<file path="config.mk">
export PLATFORM = sky130hd
export DESIGN_NAME = sss_stop_select
export DESIGN_NICKNAME = d
export VERILOG_FILES = /design/src/hdl/sss_pkg.sv /design/src/hdl/sss_stop_select.sv
export SDC_FILE = /design/constraint.sdc
export NUM_CORES = 1
export LEC_CHECK = 0
export CAP_MARGIN = 20
export CORE_MARGIN = 2
export CORE_UTILIZATION = 35
export DETAILED_ROUTE_END_ITERATION = 8
export DONT_BUFFER_PORTS = 1
export GPL_TIMING_DRIVEN = 0
export PLACE_DENSITY = 0.49
export SYNTH_ARGS = -nofsm -noshare
export SYNTH_HDL_FRONTEND = slang
export SYNTH_SLANG_ARGS = --single-unit
</file>
<file path="constraint.sdc">
create_clock -name clk -period 5.3 [get_ports clk]
set_input_delay 0.53 -clock clk [delete_from_list [all_inputs] [get_ports clk]]
set_output_delay 0.53 -clock clk [all_outputs]
set_load 0.01 [all_outputs]
</file>
<file path="src/hdl/sss_pkg.sv">
// Package: constants and carrier types for the servo stop sequence selector
//==============================================================================
// Function
// - Prohibit stop selector 0: cut prohibited-direction torque, engage dynamic brake.
// - Prohibit stop selector 1: cut prohibited-direction torque, free-run deceleration.
// - Prohibit stop selector 2: cut prohibited-direction torque, emergency stop.
// - Prohibit stop selector accepts 0 to 2, defaults 0, applies after power cycle.
// - Servo-off values 0-3 clear counter; bit0 free-run, bit1 servo-free after stop.
// - Servo-off 8/9 emergency stop, clear counter; 8 brake, 9 free after stop.
// - Main power off uses its own selector, same encoding, range 0-9, default 0.
// - Undervoltage action selector 0 or 1, default 1, alarm trip versus servo off.
// - Power loss alarm after hold time 70-2000 ms, default 70, after power cycle.
// - Prohibit input enable selector 1 ignores both prohibit inputs.
package sss_pkg;

  // Reset values of the stored selectors
  localparam logic [1:0] SSS_PROHIBIT_EN_RST = 2'h1;
  localparam logic [1:0] SSS_PROHIBIT_STOP_RST = 2'h0;
  localparam logic [3:0] SSS_SERVO_OFF_RST = 4'h0;
  localparam logic [3:0] SSS_POWER_OFF_RST = 4'h0;
  localparam logic SSS_UV_ACTION_RST = 1'b1;
  localparam logic [10:0] SSS_HOLD_TIME_RST = 11'h046;
  // Idle pin levels {fwd, rev, servo on, supply ok}, so reset makes no false stop
  localparam logic [3:0] SSS_PIN_IDLE = 4'h3;

  // Ranges of the selectors
  localparam logic [1:0] SSS_PROHIBIT_EN_MAX = 2'h2;
  localparam logic [1:0] SSS_PROHIBIT_EN_OFF = 2'h1;
  localparam logic [1:0] SSS_PROHIBIT_STOP_MAX = 2'h2;
  localparam logic [3:0] SSS_STOP_SEL_MAX = 4'h9;
  localparam logic [10:0] SSS_HOLD_TIME_MIN = 11'h046;
  localparam logic [10:0] SSS_HOLD_TIME_MAX = 11'h7D0;
  localparam logic [3:0] SSS_STOP_ESTOP_BRAKE = 4'h8;
  localparam logic [3:0] SSS_STOP_ESTOP_FREE = 4'h9;
  localparam logic [1:0] SSS_PSTOP_BRAKE = 2'h0;
  localparam logic [1:0] SSS_PSTOP_FREE = 2'h1;

  // Timing: one hold-time step in ns and clocks per step at 25 MHz
  localparam int SSS_CLK_PERIOD_NS = 40;
  localparam int SSS_STEP_NS = 1000000;
  localparam int SSS_STEP_CYCLES = SSS_STEP_NS / SSS_CLK_PERIOD_NS;

  // Braking action of the power stage
  typedef enum logic [3:0] {
    SSS_ACT_RUN = 4'b0001,
    SSS_ACT_BRAKE = 4'b0010,
    SSS_ACT_FREE = 4'b0100,
    SSS_ACT_ESTOP = 4'b1000
  } sss_act_e;

  // Stop sequence phase
  typedef enum logic [2:0] {
    SSS_PH_IDLE = 3'b001,
    SSS_PH_DECEL = 3'b010,
    SSS_PH_STOPPED = 3'b100
  } sss_phase_e;

  // Decoded stop behaviour for one selector value
  typedef struct packed {
    sss_act_e decel;
    sss_act_e after;
    logic clear_cnt;
  } sss_plan_s;

  // Parameter write port
  typedef struct packed {
    logic [2:0] which;
    logic [10:0] value;
  } sss_wr_s;

  localparam logic [2:0] SSS_W_PROHIBIT_EN = 3'h0;
  localparam logic [2:0] SSS_W_PROHIBIT_STOP = 3'h1;
  localparam logic [2:0] SSS_W_SERVO_OFF = 3'h2;
  localparam logic [2:0] SSS_W_POWER_OFF = 3'h3;
  localparam logic [2:0] SSS_W_UV_ACTION = 3'h4;
  localparam logic [2:0] SSS_W_HOLD_TIME = 3'h5;

endpackage : sss_pkg

</file>
<file path="src/hdl/sss_stop_select.sv">
// Module: stop sequence selection for drive prohibit, servo off and main power loss
`timescale 1ns/1ps
module sss_stop_select import sss_pkg::*; #(
  parameter int STEP_CYCLES = SSS_STEP_CYCLES,
  parameter int SPEED_W = 16
) (
  input wire logic clk, // 25 MHz clock
  input wire logic reset, // Synchronous, active high
  input wire logic power_cycle, // Pulse: deferred parameters take effect
  input wire logic wr_en, // Pulse: parameter write
  input wire sss_wr_s wr, // Parameter select and value
  output logic wr_reject_ff, // Last write was out of range
  input wire logic fwd_prohibit, // Forward drive prohibit pin
  input wire logic rev_prohibit, // Reverse drive prohibit pin
  input wire logic servo_on, // Servo on command, pin
  input wire logic main_power_ok, // Main supply present, pin
  input wire logic [SPEED_W-1:0] speed_abs, // Measured speed magnitude
  input wire logic [SPEED_W-1:0] standstill_thr, // Standstill threshold
  output logic fwd_torque_off_ff, // Forward torque removed
  output logic rev_torque_off_ff, // Reverse torque removed
  output sss_act_e action_ff, // Power stage braking action
  output sss_phase_e phase_ff, // Stop sequence phase
  output logic err_cnt_clear_ff, // Clear the position error counter
  output logic undervoltage_alarm_ff, // Undervoltage alarm tripped
  output logic power_alarm_ff // Main power alarm declared
);

  //==========================================================================
  // Elaboration checks
  initial begin
    if (STEP_CYCLES < 1) $error("STEP_CYCLES must be at least 1");
    if (SPEED_W < 1) $error("SPEED_W must be at least 1");
  end

  // Decode a ten-value stop selector into its plan
  function automatic sss_plan_s decode_stop(input logic [3:0] sel);
    sss_plan_s p;
    p.clear_cnt = ~sel[2] | sel[3];
    p.decel = sel[0] ? SSS_ACT_FREE : SSS_ACT_BRAKE;
    p.after = sel[1] ? SSS_ACT_FREE : SSS_ACT_BRAKE;
    if (sel == SSS_STOP_ESTOP_BRAKE) begin
      p.decel = SSS_ACT_ESTOP;
      p.after = SSS_ACT_BRAKE;
    end else if (sel == SSS_STOP_ESTOP_FREE) begin
      p.decel = SSS_ACT_ESTOP;
      p.after = SSS_ACT_FREE;
    end
    return p;
  endfunction : decode_stop

  //==========================================================================
  // Pin synchronisers; first stage feeds only the second
  logic [3:0] sync1_ff;
  logic [3:0] sync2_ff;
  always_ff @(posedge clk) begin
    if (reset) begin
      // Idle levels: servo on and supply present, so no stop or power timer starts on release
      sync1_ff <= SSS_PIN_IDLE;
      sync2_ff <= SSS_PIN_IDLE;
    end else begin
      sync1_ff <= {fwd_prohibit, rev_prohibit, servo_on, main_power_ok};
      sync2_ff <= sync1_ff;
    end
  end
  logic fwd_s;
  logic rev_s;
  logic son_s;
  logic pwr_s;
  assign {fwd_s, rev_s, son_s, pwr_s} = sync2_ff;

  //==========================================================================
  // Stored parameters; pending copies become active on a power cycle
  logic [1:0] pen_pend_ff;
  logic [1:0] pen_ff;
  logic [1:0] pstop_pend_ff;
  logic [1:0] pstop_ff;
  logic [3:0] soff_ff;
  logic [3:0] poff_ff;
  logic uv_sel_ff;
  logic [10:0] hold_pend_ff;
  logic [10:0] hold_ff;
  logic wr_ok;

  // Range check of each write
  always_comb begin
    case (wr.which)
      SSS_W_PROHIBIT_EN: wr_ok = wr.value <= 11'(SSS_PROHIBIT_EN_MAX);
      SSS_W_PROHIBIT_STOP: wr_ok = wr.value <= 11'(SSS_PROHIBIT_STOP_MAX);
      SSS_W_SERVO_OFF: wr_ok = wr.value <= 11'(SSS_STOP_SEL_MAX);
      SSS_W_POWER_OFF: wr_ok = wr.value <= 11'(SSS_STOP_SEL_MAX);
      SSS_W_UV_ACTION: wr_ok = wr.value <= 11'h001;
      SSS_W_HOLD_TIME: wr_ok = wr.value >= SSS_HOLD_TIME_MIN && wr.value <= SSS_HOLD_TIME_MAX;
      default: wr_ok = 1'b0;
    endcase
  end

  // Writes: rejected values leave the stored value in force
  always_ff @(posedge clk) begin
    if (reset) begin
      pen_pend_ff <= SSS_PROHIBIT_EN_RST;
      pstop_pend_ff <= SSS_PROHIBIT_STOP_RST;
      soff_ff <= SSS_SERVO_OFF_RST;
      poff_ff <= SSS_POWER_OFF_RST;
      uv_sel_ff <= SSS_UV_ACTION_RST;
      hold_pend_ff <= SSS_HOLD_TIME_RST;
      wr_reject_ff <= 1'b0;
    end else if (wr_en) begin
      wr_reject_ff <= ~wr_ok;
      if (wr_ok) begin
        case (wr.which)
          SSS_W_PROHIBIT_EN: pen_pend_ff <= wr.value[1:0];
          SSS_W_PROHIBIT_STOP: pstop_pend_ff <= wr.value[1:0];
          SSS_W_SERVO_OFF: soff_ff <= wr.value[3:0];
          SSS_W_POWER_OFF: poff_ff <= wr.value[3:0];
          SSS_W_UV_ACTION: uv_sel_ff <= wr.value[0];
          SSS_W_HOLD_TIME: hold_pend_ff <= wr.value;
          default: ;
        endcase
      end
    end
  end

  // Power-cycle-deferred parameters
  always_ff @(posedge clk) begin
    if (reset) begin
      pen_ff <= SSS_PROHIBIT_EN_RST;
      pstop_ff <= SSS_PROHIBIT_STOP_RST;
      hold_ff <= SSS_HOLD_TIME_RST;
    end else if (power_cycle) begin
      pen_ff <= pen_pend_ff;
      pstop_ff <= pstop_pend_ff;
      hold_ff <= hold_pend_ff;
    end
  end

  //==========================================================================
  // Main power loss timer: counts ms steps while the supply is absent
  logic [$clog2(STEP_CYCLES+1)-1:0] tick_ff;
  logic [10:0] ms_ff;
  always_ff @(posedge clk) begin
    if (reset || pwr_s) begin
      tick_ff <= '0;
      ms_ff <= 11'h000;
      power_alarm_ff <= 1'b0;
    end else if (!power_alarm_ff) begin
      if (tick_ff == $bits(tick_ff)'(STEP_CYCLES - 1)) begin
        tick_ff <= '0;
        ms_ff <= ms_ff + 11'h001;
        if (ms_ff + 11'h001 >= hold_ff) power_alarm_ff <= 1'b1;
      end else begin
        tick_ff <= tick_ff + 1'b1;
      end
    end
  end

  // Alarm action: selector 0 trips the alarm, 1 turns the servo off
  logic pwr_servo_off;
  assign pwr_servo_off = power_alarm_ff & uv_sel_ff;
  always_ff @(posedge clk) begin
    if (reset) undervoltage_alarm_ff <= 1'b0;
    else if (power_alarm_ff && !uv_sel_ff) undervoltage_alarm_ff <= 1'b1;
  end

  //==========================================================================
  // Stop cause and plan; power loss outranks servo off
  logic stop_req;
  sss_plan_s plan;
  assign stop_req = ~son_s | pwr_servo_off | undervoltage_alarm_ff;
  assign plan = decode_stop(power_alarm_ff ? poff_ff : soff_ff);

  logic stand;
  assign stand = speed_abs < standstill_thr;

  // Phase sequencing
  sss_phase_e nxt_phase;
  always_comb begin
    nxt_phase = phase_ff;
    case (phase_ff)
      SSS_PH_IDLE: if (stop_req) nxt_phase = SSS_PH_DECEL;
      SSS_PH_DECEL: begin
        if (!stop_req) nxt_phase = SSS_PH_IDLE;
        else if (stand) nxt_phase = SSS_PH_STOPPED;
      end
      SSS_PH_STOPPED: if (!stop_req) nxt_phase = SSS_PH_IDLE;
      default: nxt_phase = SSS_PH_IDLE;
    endcase
  end
  always_ff @(posedge clk) begin
    if (reset) phase_ff <= SSS_PH_IDLE;
    else phase_ff <= nxt_phase;
  end

  //==========================================================================
  // Drive prohibit: torque off in the blocked direction
  logic pro_en;
  logic pro_any;
  assign pro_en = pen_ff != SSS_PROHIBIT_EN_OFF;
  assign pro_any = pro_en & (fwd_s | rev_s);
  always_ff @(posedge clk) begin
    if (reset) begin
      fwd_torque_off_ff <= 1'b0;
      rev_torque_off_ff <= 1'b0;
    end else begin
      fwd_torque_off_ff <= pro_en & fwd_s;
      rev_torque_off_ff <= pro_en & rev_s;
    end
  end

  // Braking action and error counter handling
  always_ff @(posedge clk) begin
    if (reset) begin
      action_ff <= SSS_ACT_RUN;
      err_cnt_clear_ff <= 1'b0;
    end else if (nxt_phase == SSS_PH_DECEL) begin
      action_ff <= plan.decel;
      err_cnt_clear_ff <= plan.clear_cnt;
    end else if (nxt_phase == SSS_PH_STOPPED) begin
      action_ff <= plan.after;
      err_cnt_clear_ff <= plan.clear_cnt;
    end else if (pro_any) begin
      err_cnt_clear_ff <= 1'b0;
      case (pstop_ff)
        SSS_PSTOP_BRAKE: action_ff <= SSS_ACT_BRAKE;
        SSS_PSTOP_FREE: action_ff <= SSS_ACT_FREE;
        default: action_ff <= SSS_ACT_ESTOP;
      endcase
    end else begin
      action_ff <= SSS_ACT_RUN;
      err_cnt_clear_ff <= 1'b0;
    end
  end

endmodule : sss_stop_select
</file>
Word level (Yosys, flattened, before mapping)
Cells that the tools add are included.
{ "word_totals": {"reg_bits": 86, "word_cells": 93} }
{ "classes": {"n_addsub": 2, "magnitude_cmp": 7, "eq_ne": 15, "mux": 21, "bitwise": 12, "n_reduce_logical": 15} }
{ "ops": {"columns": ["operator", "n"], "rows": [
  ["$mux W3", 6],
  ["$reduce_and A3 Y1", 6],
  ["$lt A16 B16 Y1", 1],
  ["$mux W4", 4],
  ["$mux W8", 2],
  ["$add A15 B1 Y15 const B", 1],
  ["$eq A15 B15 Y1 const B", 1],
  ["$mux W15", 1],
  ["$eq A3 B2 Y1 const B", 4],
  ["$eq A3 B3 Y1 const B", 4],
  ["$add A11 B1 Y11 const B", 1],
  ["$ge A11 B11 Y1", 1],
  ["$ge A11 B7 Y1 const B", 1],
  ["$le A11 B1 Y1 const B", 1],
  ["$le A11 B11 Y1 const B", 1],
  ["$le A11 B2 Y1 const B", 1],
  ["$le A11 B4 Y1 const B", 1],
  ["$pmux W3 S3", 1],
  ["$eq A4 B4 Y1 const B", 2],
  ["$pmux W4 S2", 1],
  ["$eq A3 B1 Y1 const B", 2],
  ["$mux W1", 5],
  ["$and A1 B1 Y1", 4],
  ["$not A1 Y1", 4],
  ["11 further kinds", 16]
]} }

Depth between registers and ports, before layout
{ "depth": {"depth_word": 8, "depth_mapped": 12, "depth_no_buf": 12} }

Worst setup path before layout
OpenSTA, ideal clock, no wires.
{ "synth_path": {"path_kind": "reg2reg", "startpoint": "reg ms_ff[0]", "endpoint": "reg power_alarm_ff", "setup_ns": 0.123, "arrival_ns": 2.183, "required_ns": 5.177, "path_slack_ns": 2.994, "stages_incl_launch_ff": 13, "path_buffers": 0, "synth_period_minus_slack_ns": 2.306, "cell_sequence": "dfxtp_1 -> ha_1 -> nand3_1 -> nor2_1 -> and3_1 -> xor2_1 -> ha_1 -> a21o_1 -> a21o_1 -> a21oi_1 -> nor3_1 -> a21oi_1 -> o41ai_1"} }
{ "synth_via": {"elab_chain_cells": 5} }
{ "synth_lines": {"columns": ["element", "line_no", "rtl"], "rows": [
  ["from (decl)", "sss_stop_select.sv:139", "logic [10:0] ms_ff;"],
  ["from (signal assigned)", "sss_stop_select.sv:148", "ms_ff <= ms_ff + 11'h001;"],
  ["$add A11 B1 Y11", "sss_stop_select.sv:149", "if (ms_ff + 11'h001 >= hold_ff) power_alarm_ff <= 1'b1;"],
  ["$ge A11 B11 Y1", "sss_stop_select.sv:149", null],
  ["$mux W1", "sss_stop_select.sv:149", null],
  ["$mux W1", "sss_stop_select.sv:146", "if (tick_ff == $bits(tick_ff)'(STEP_CYCLES - 1)) begin"],
  ["$mux W1", "sss_stop_select.sv:145", "end else if (!power_alarm_ff) begin"],
  ["to (signal assigned)", "sss_stop_select.sv:144", "power_alarm_ff <= 1'b0;"],
  ["to (signal assigned)", "sss_stop_select.sv:149", null],
  ["to (decl)", "sss_stop_select.sv:25", "output logic power_alarm_ff"]
]} }
No other way between the ends.
A chain may end at the register's enable or synchronous reset.

Final worst setup path
Ends and elaborated chain as after synthesis.

==> impl_metrics.json <==
{
  "outcome": "completed",
  "firstDrtPassIters": 4,
  "drc": 0,
  "worstMarginPinSlew_ns": 0.8064,
  "period_minus_slack_ns": 2.703,
  "die_area_mm2": 0.01336,
  "die_w_um": 115.6,
  "port_buffers": 0,
  "total_power_mw": 1.322,
  "cts_root_buf": "clkbuf_16",
  "coreArea_mm2": 0.01206,
  "setup-violations-final": 0,
  "min_path_type": "primary input to register",
  "synth_seq_area_share_pct": 39.49,
  "hold_violations": 0,
  "cts_resized": 0,
  "post_drt_wl_per_cell_um": 13.88,
  "grt_pass1_vias": 3192,
  "wl_um": 9436,
  "drv_cap": 0,
  "num_antenna_cells": 0,
  "drt_iter0_drc": 143,
  "arrival_ns": 2.93,
  "ir_drop_v": 0.0001689,
  "postLayoutCoreUtil_pct": 40.18,
  "dr_total_vias": 3340,
  "postCtsHoldBufs": 0,
  "core.rowCount": 40,
  "netlist_area_mm2": 0.004359,
  "async_flop_share_pct": 0,
  "h-tree-depth": 3,
  "p_per_area_mw_per_mm2": 272.7,
  "cts.clk_slew.worst_paths_ns": 0.06,
  "fmaxAchievable_mhz": 369.9,
  "drive_above_1_share_pct": 6.836,
  "place_ws_ns": 2.631,
  "p_leak_nw": 1.903,
  "ys.flop_type": "dfxtp_1",
  "ys_seq_elements": 86,
  "ys_warn_count": 0,
  "grt-ovfl-total": 0,
  "ios": 67,
  "detailed_place_hpwl_um": 7151,
  "slew_headroom_pct": 45.75,
  "cts_sinks": 86,
  "synth_top_cell_by_area": "dfxtp_1",
  "clock_latency_ns": 0.34,
  "endpoint_kind": "register",
  "initial_utilization_pct": 36.14,
  "n_fill_cell": 1214,
  "cts_buffer_depth": 2,
  "syn2layout_area_growth_pct": 11.17,
  "gp_congestion": 0.7589,
  "grt_pass1_wl_um": 15590,
  "vias_per_cell": 4.912,
  "synth.most_common_cell": "dfxtp_1",
  "grt_antenna_before_repair": 0,
  "synthTopCellsByCount": "86 x dfxtp_1, 69 x nor2_1, 46 x nand2_1",
  "syn_inst": 497,
  "fin_setup_tns_ns": 0,
  "critPathLaunchType": "register",
  "numCtsBuffers": 9,
  "grt_max_degree": 14,
  "ys_top_cells_by_area": "dfxtp_1 39%, mux2i_1 8.3%, ha_1 8.0%",
  "synth_edf_count": 0,
  "drv_slew": 0,
  "ff2ff_path_depth": 12,
  "synth.avg_cell_area_um2": 8.771,
  "fin_worst_skew_ns": 0.006650,
  "hold_depth": 1,
  "grt_usage_pct": 15.16,
  "yosysTopAreaCellShare_pct": 39.49,
  "syn_nets": 579,
  "tritoncts": "yes",
  "drtAntennaViolNets": 0,
  "rsz0062_at_grt": "no",
  "hold_ws_ns": 0.2913,
  "die_y_um": 115.6,
  "min_period_over_period_pct": 51.01,
  "setup_ws_ns": 2.597,
  "post_cts_buffers": 0,
  "final_nets": 590,
  "worstSetupPathType": "register to register",
  "yosysUniqueCellTypes": 55,
  "crit_fanout": 4,
  "required_ns": 5.53
}
-- worst max-delay path, cell delays in order, from the launching register on --
cell     delay (ns)
dfxtp_1        0.40
ha_1           0.24
nand3_1        0.16
nor2_1         0.24
and3_1         0.27
xor2_1         0.17
ha_1           0.26
a21o_1         0.16
a21o_1         0.17
a21oi_1        0.23
nor3_1         0.07
a21oi_1        0.12
o41ai_1        0.08
-- logic make-up (layout without fill, tap and decap cells) --
family,after synthesis,in the layout,synth area share [%]
compound gates,62,62,8.898
xor+xnor,32,32,6.429
fa+ha+maj,28,28,8.037
buf+inv,48,63,4.851
flops,86,86,39.49
mux,37,37,8.525
simple gates,204,204,23.77
-- report_power, final --
part,total (mW),switching (mW),internal (mW)
registers,0.659,0.00460,0.654
clock network,0.589,0.250,0.340
logic,0.0733,0.0435,0.0298
-- per-layer routing --
| metal | up-vias | track usage [%] | part of all wire (%) |
|---|---|---|---|
| met1 | 1529 | 20.32 | 51 |
| met3 | 9 | 4.759 | 4.8 |
| met2 | 78 | 22.73 | 43 |
| met5 | - | 0 | 0 |
| met4 | 0 | 6.024 | 1.8 |
| li1 | 1724 | - | - |
-- state kept, by name (all words and copies together) (netlist names), 3 cells and up --
register and cells:
tick_ff 15, soff_ff 4, poff_ff 4, sync1_ff 4
action_ff 4, hold_pend_ff 11, sync2_ff 4, hold_ff 11
ms_ff 11, phase_ff 3
-- final cells by class --
cell class | count | area (µm²) | area share [%]
multi-input cells | 363 | 2426 | 50.06
flip-flops and latches | 86 | 1722 | 35.53
clock buffers | 12 | 256.5 | 5.293
well taps | 168 | 210.2 | 4.338
inverters | 31 | 116.4 | 2.401
plain buffers | 17 | 95.09 | 1.962
clock inverters | 3 | 20.02 | 0.4131
-- placed cells by master (no fill, tap or decap), types with 2 or more instances in the layout --
cell type,n
a2111oi_0,2
a211oi_1,4
a21o_1,4
a21oi_1,24
a31oi_1,2
and2_1,5
and3_1,6
buf_2,2
buf_6,2
clkbuf_1,11
clkbuf_16,9
clkbuf_8,3
clkinvlp_4,2
dfxtp_1,86
ha_1,28
inv_1,30
mux2i_1,36
nand2_1,46
nand2b_1,3
nand3_1,12
nand3b_1,2
nand4_1,6
nand4b_1,4
nor2_1,69
nor2b_1,15
nor3_1,10
nor4_1,3
nor4_4,2
nor4b_1,3
o211ai_1,3
o21ai_0,12
o21ai_2,2
or2_2,6
or4_1,4
xnor2_1,13
xor2_1,19
-- per-stage QoR --
stage               std cells  instance area, µm²
finish                    680                4846
global route              680                4846
CTS                       680                4846
detailed placement        665                4569
global placement          665                4569
floorplan                 497                4359
-- path summary, 6_finish.rpt --
check | slack [ns] | endpoint | from
hold reg to reg | 0.41 | sync2_ff[1]$_SDFF_PP1_ | sync1_ff[1]$_SDFF_PP1_
setup reg to reg | 2.60 | power_alarm_ff$_SDFF_PP0_ | ms_ff[0]$_SDFFE_PP0P_
hold / removal | 0.29 | sync1_ff[0]$_SDFF_PP1_ | main_power_ok
setup / recovery | 2.60 | power_alarm_ff$_SDFF_PP0_ | ms_ff[0]$_SDFFE_PP0P_
Power figures use the tool's default switching activity.
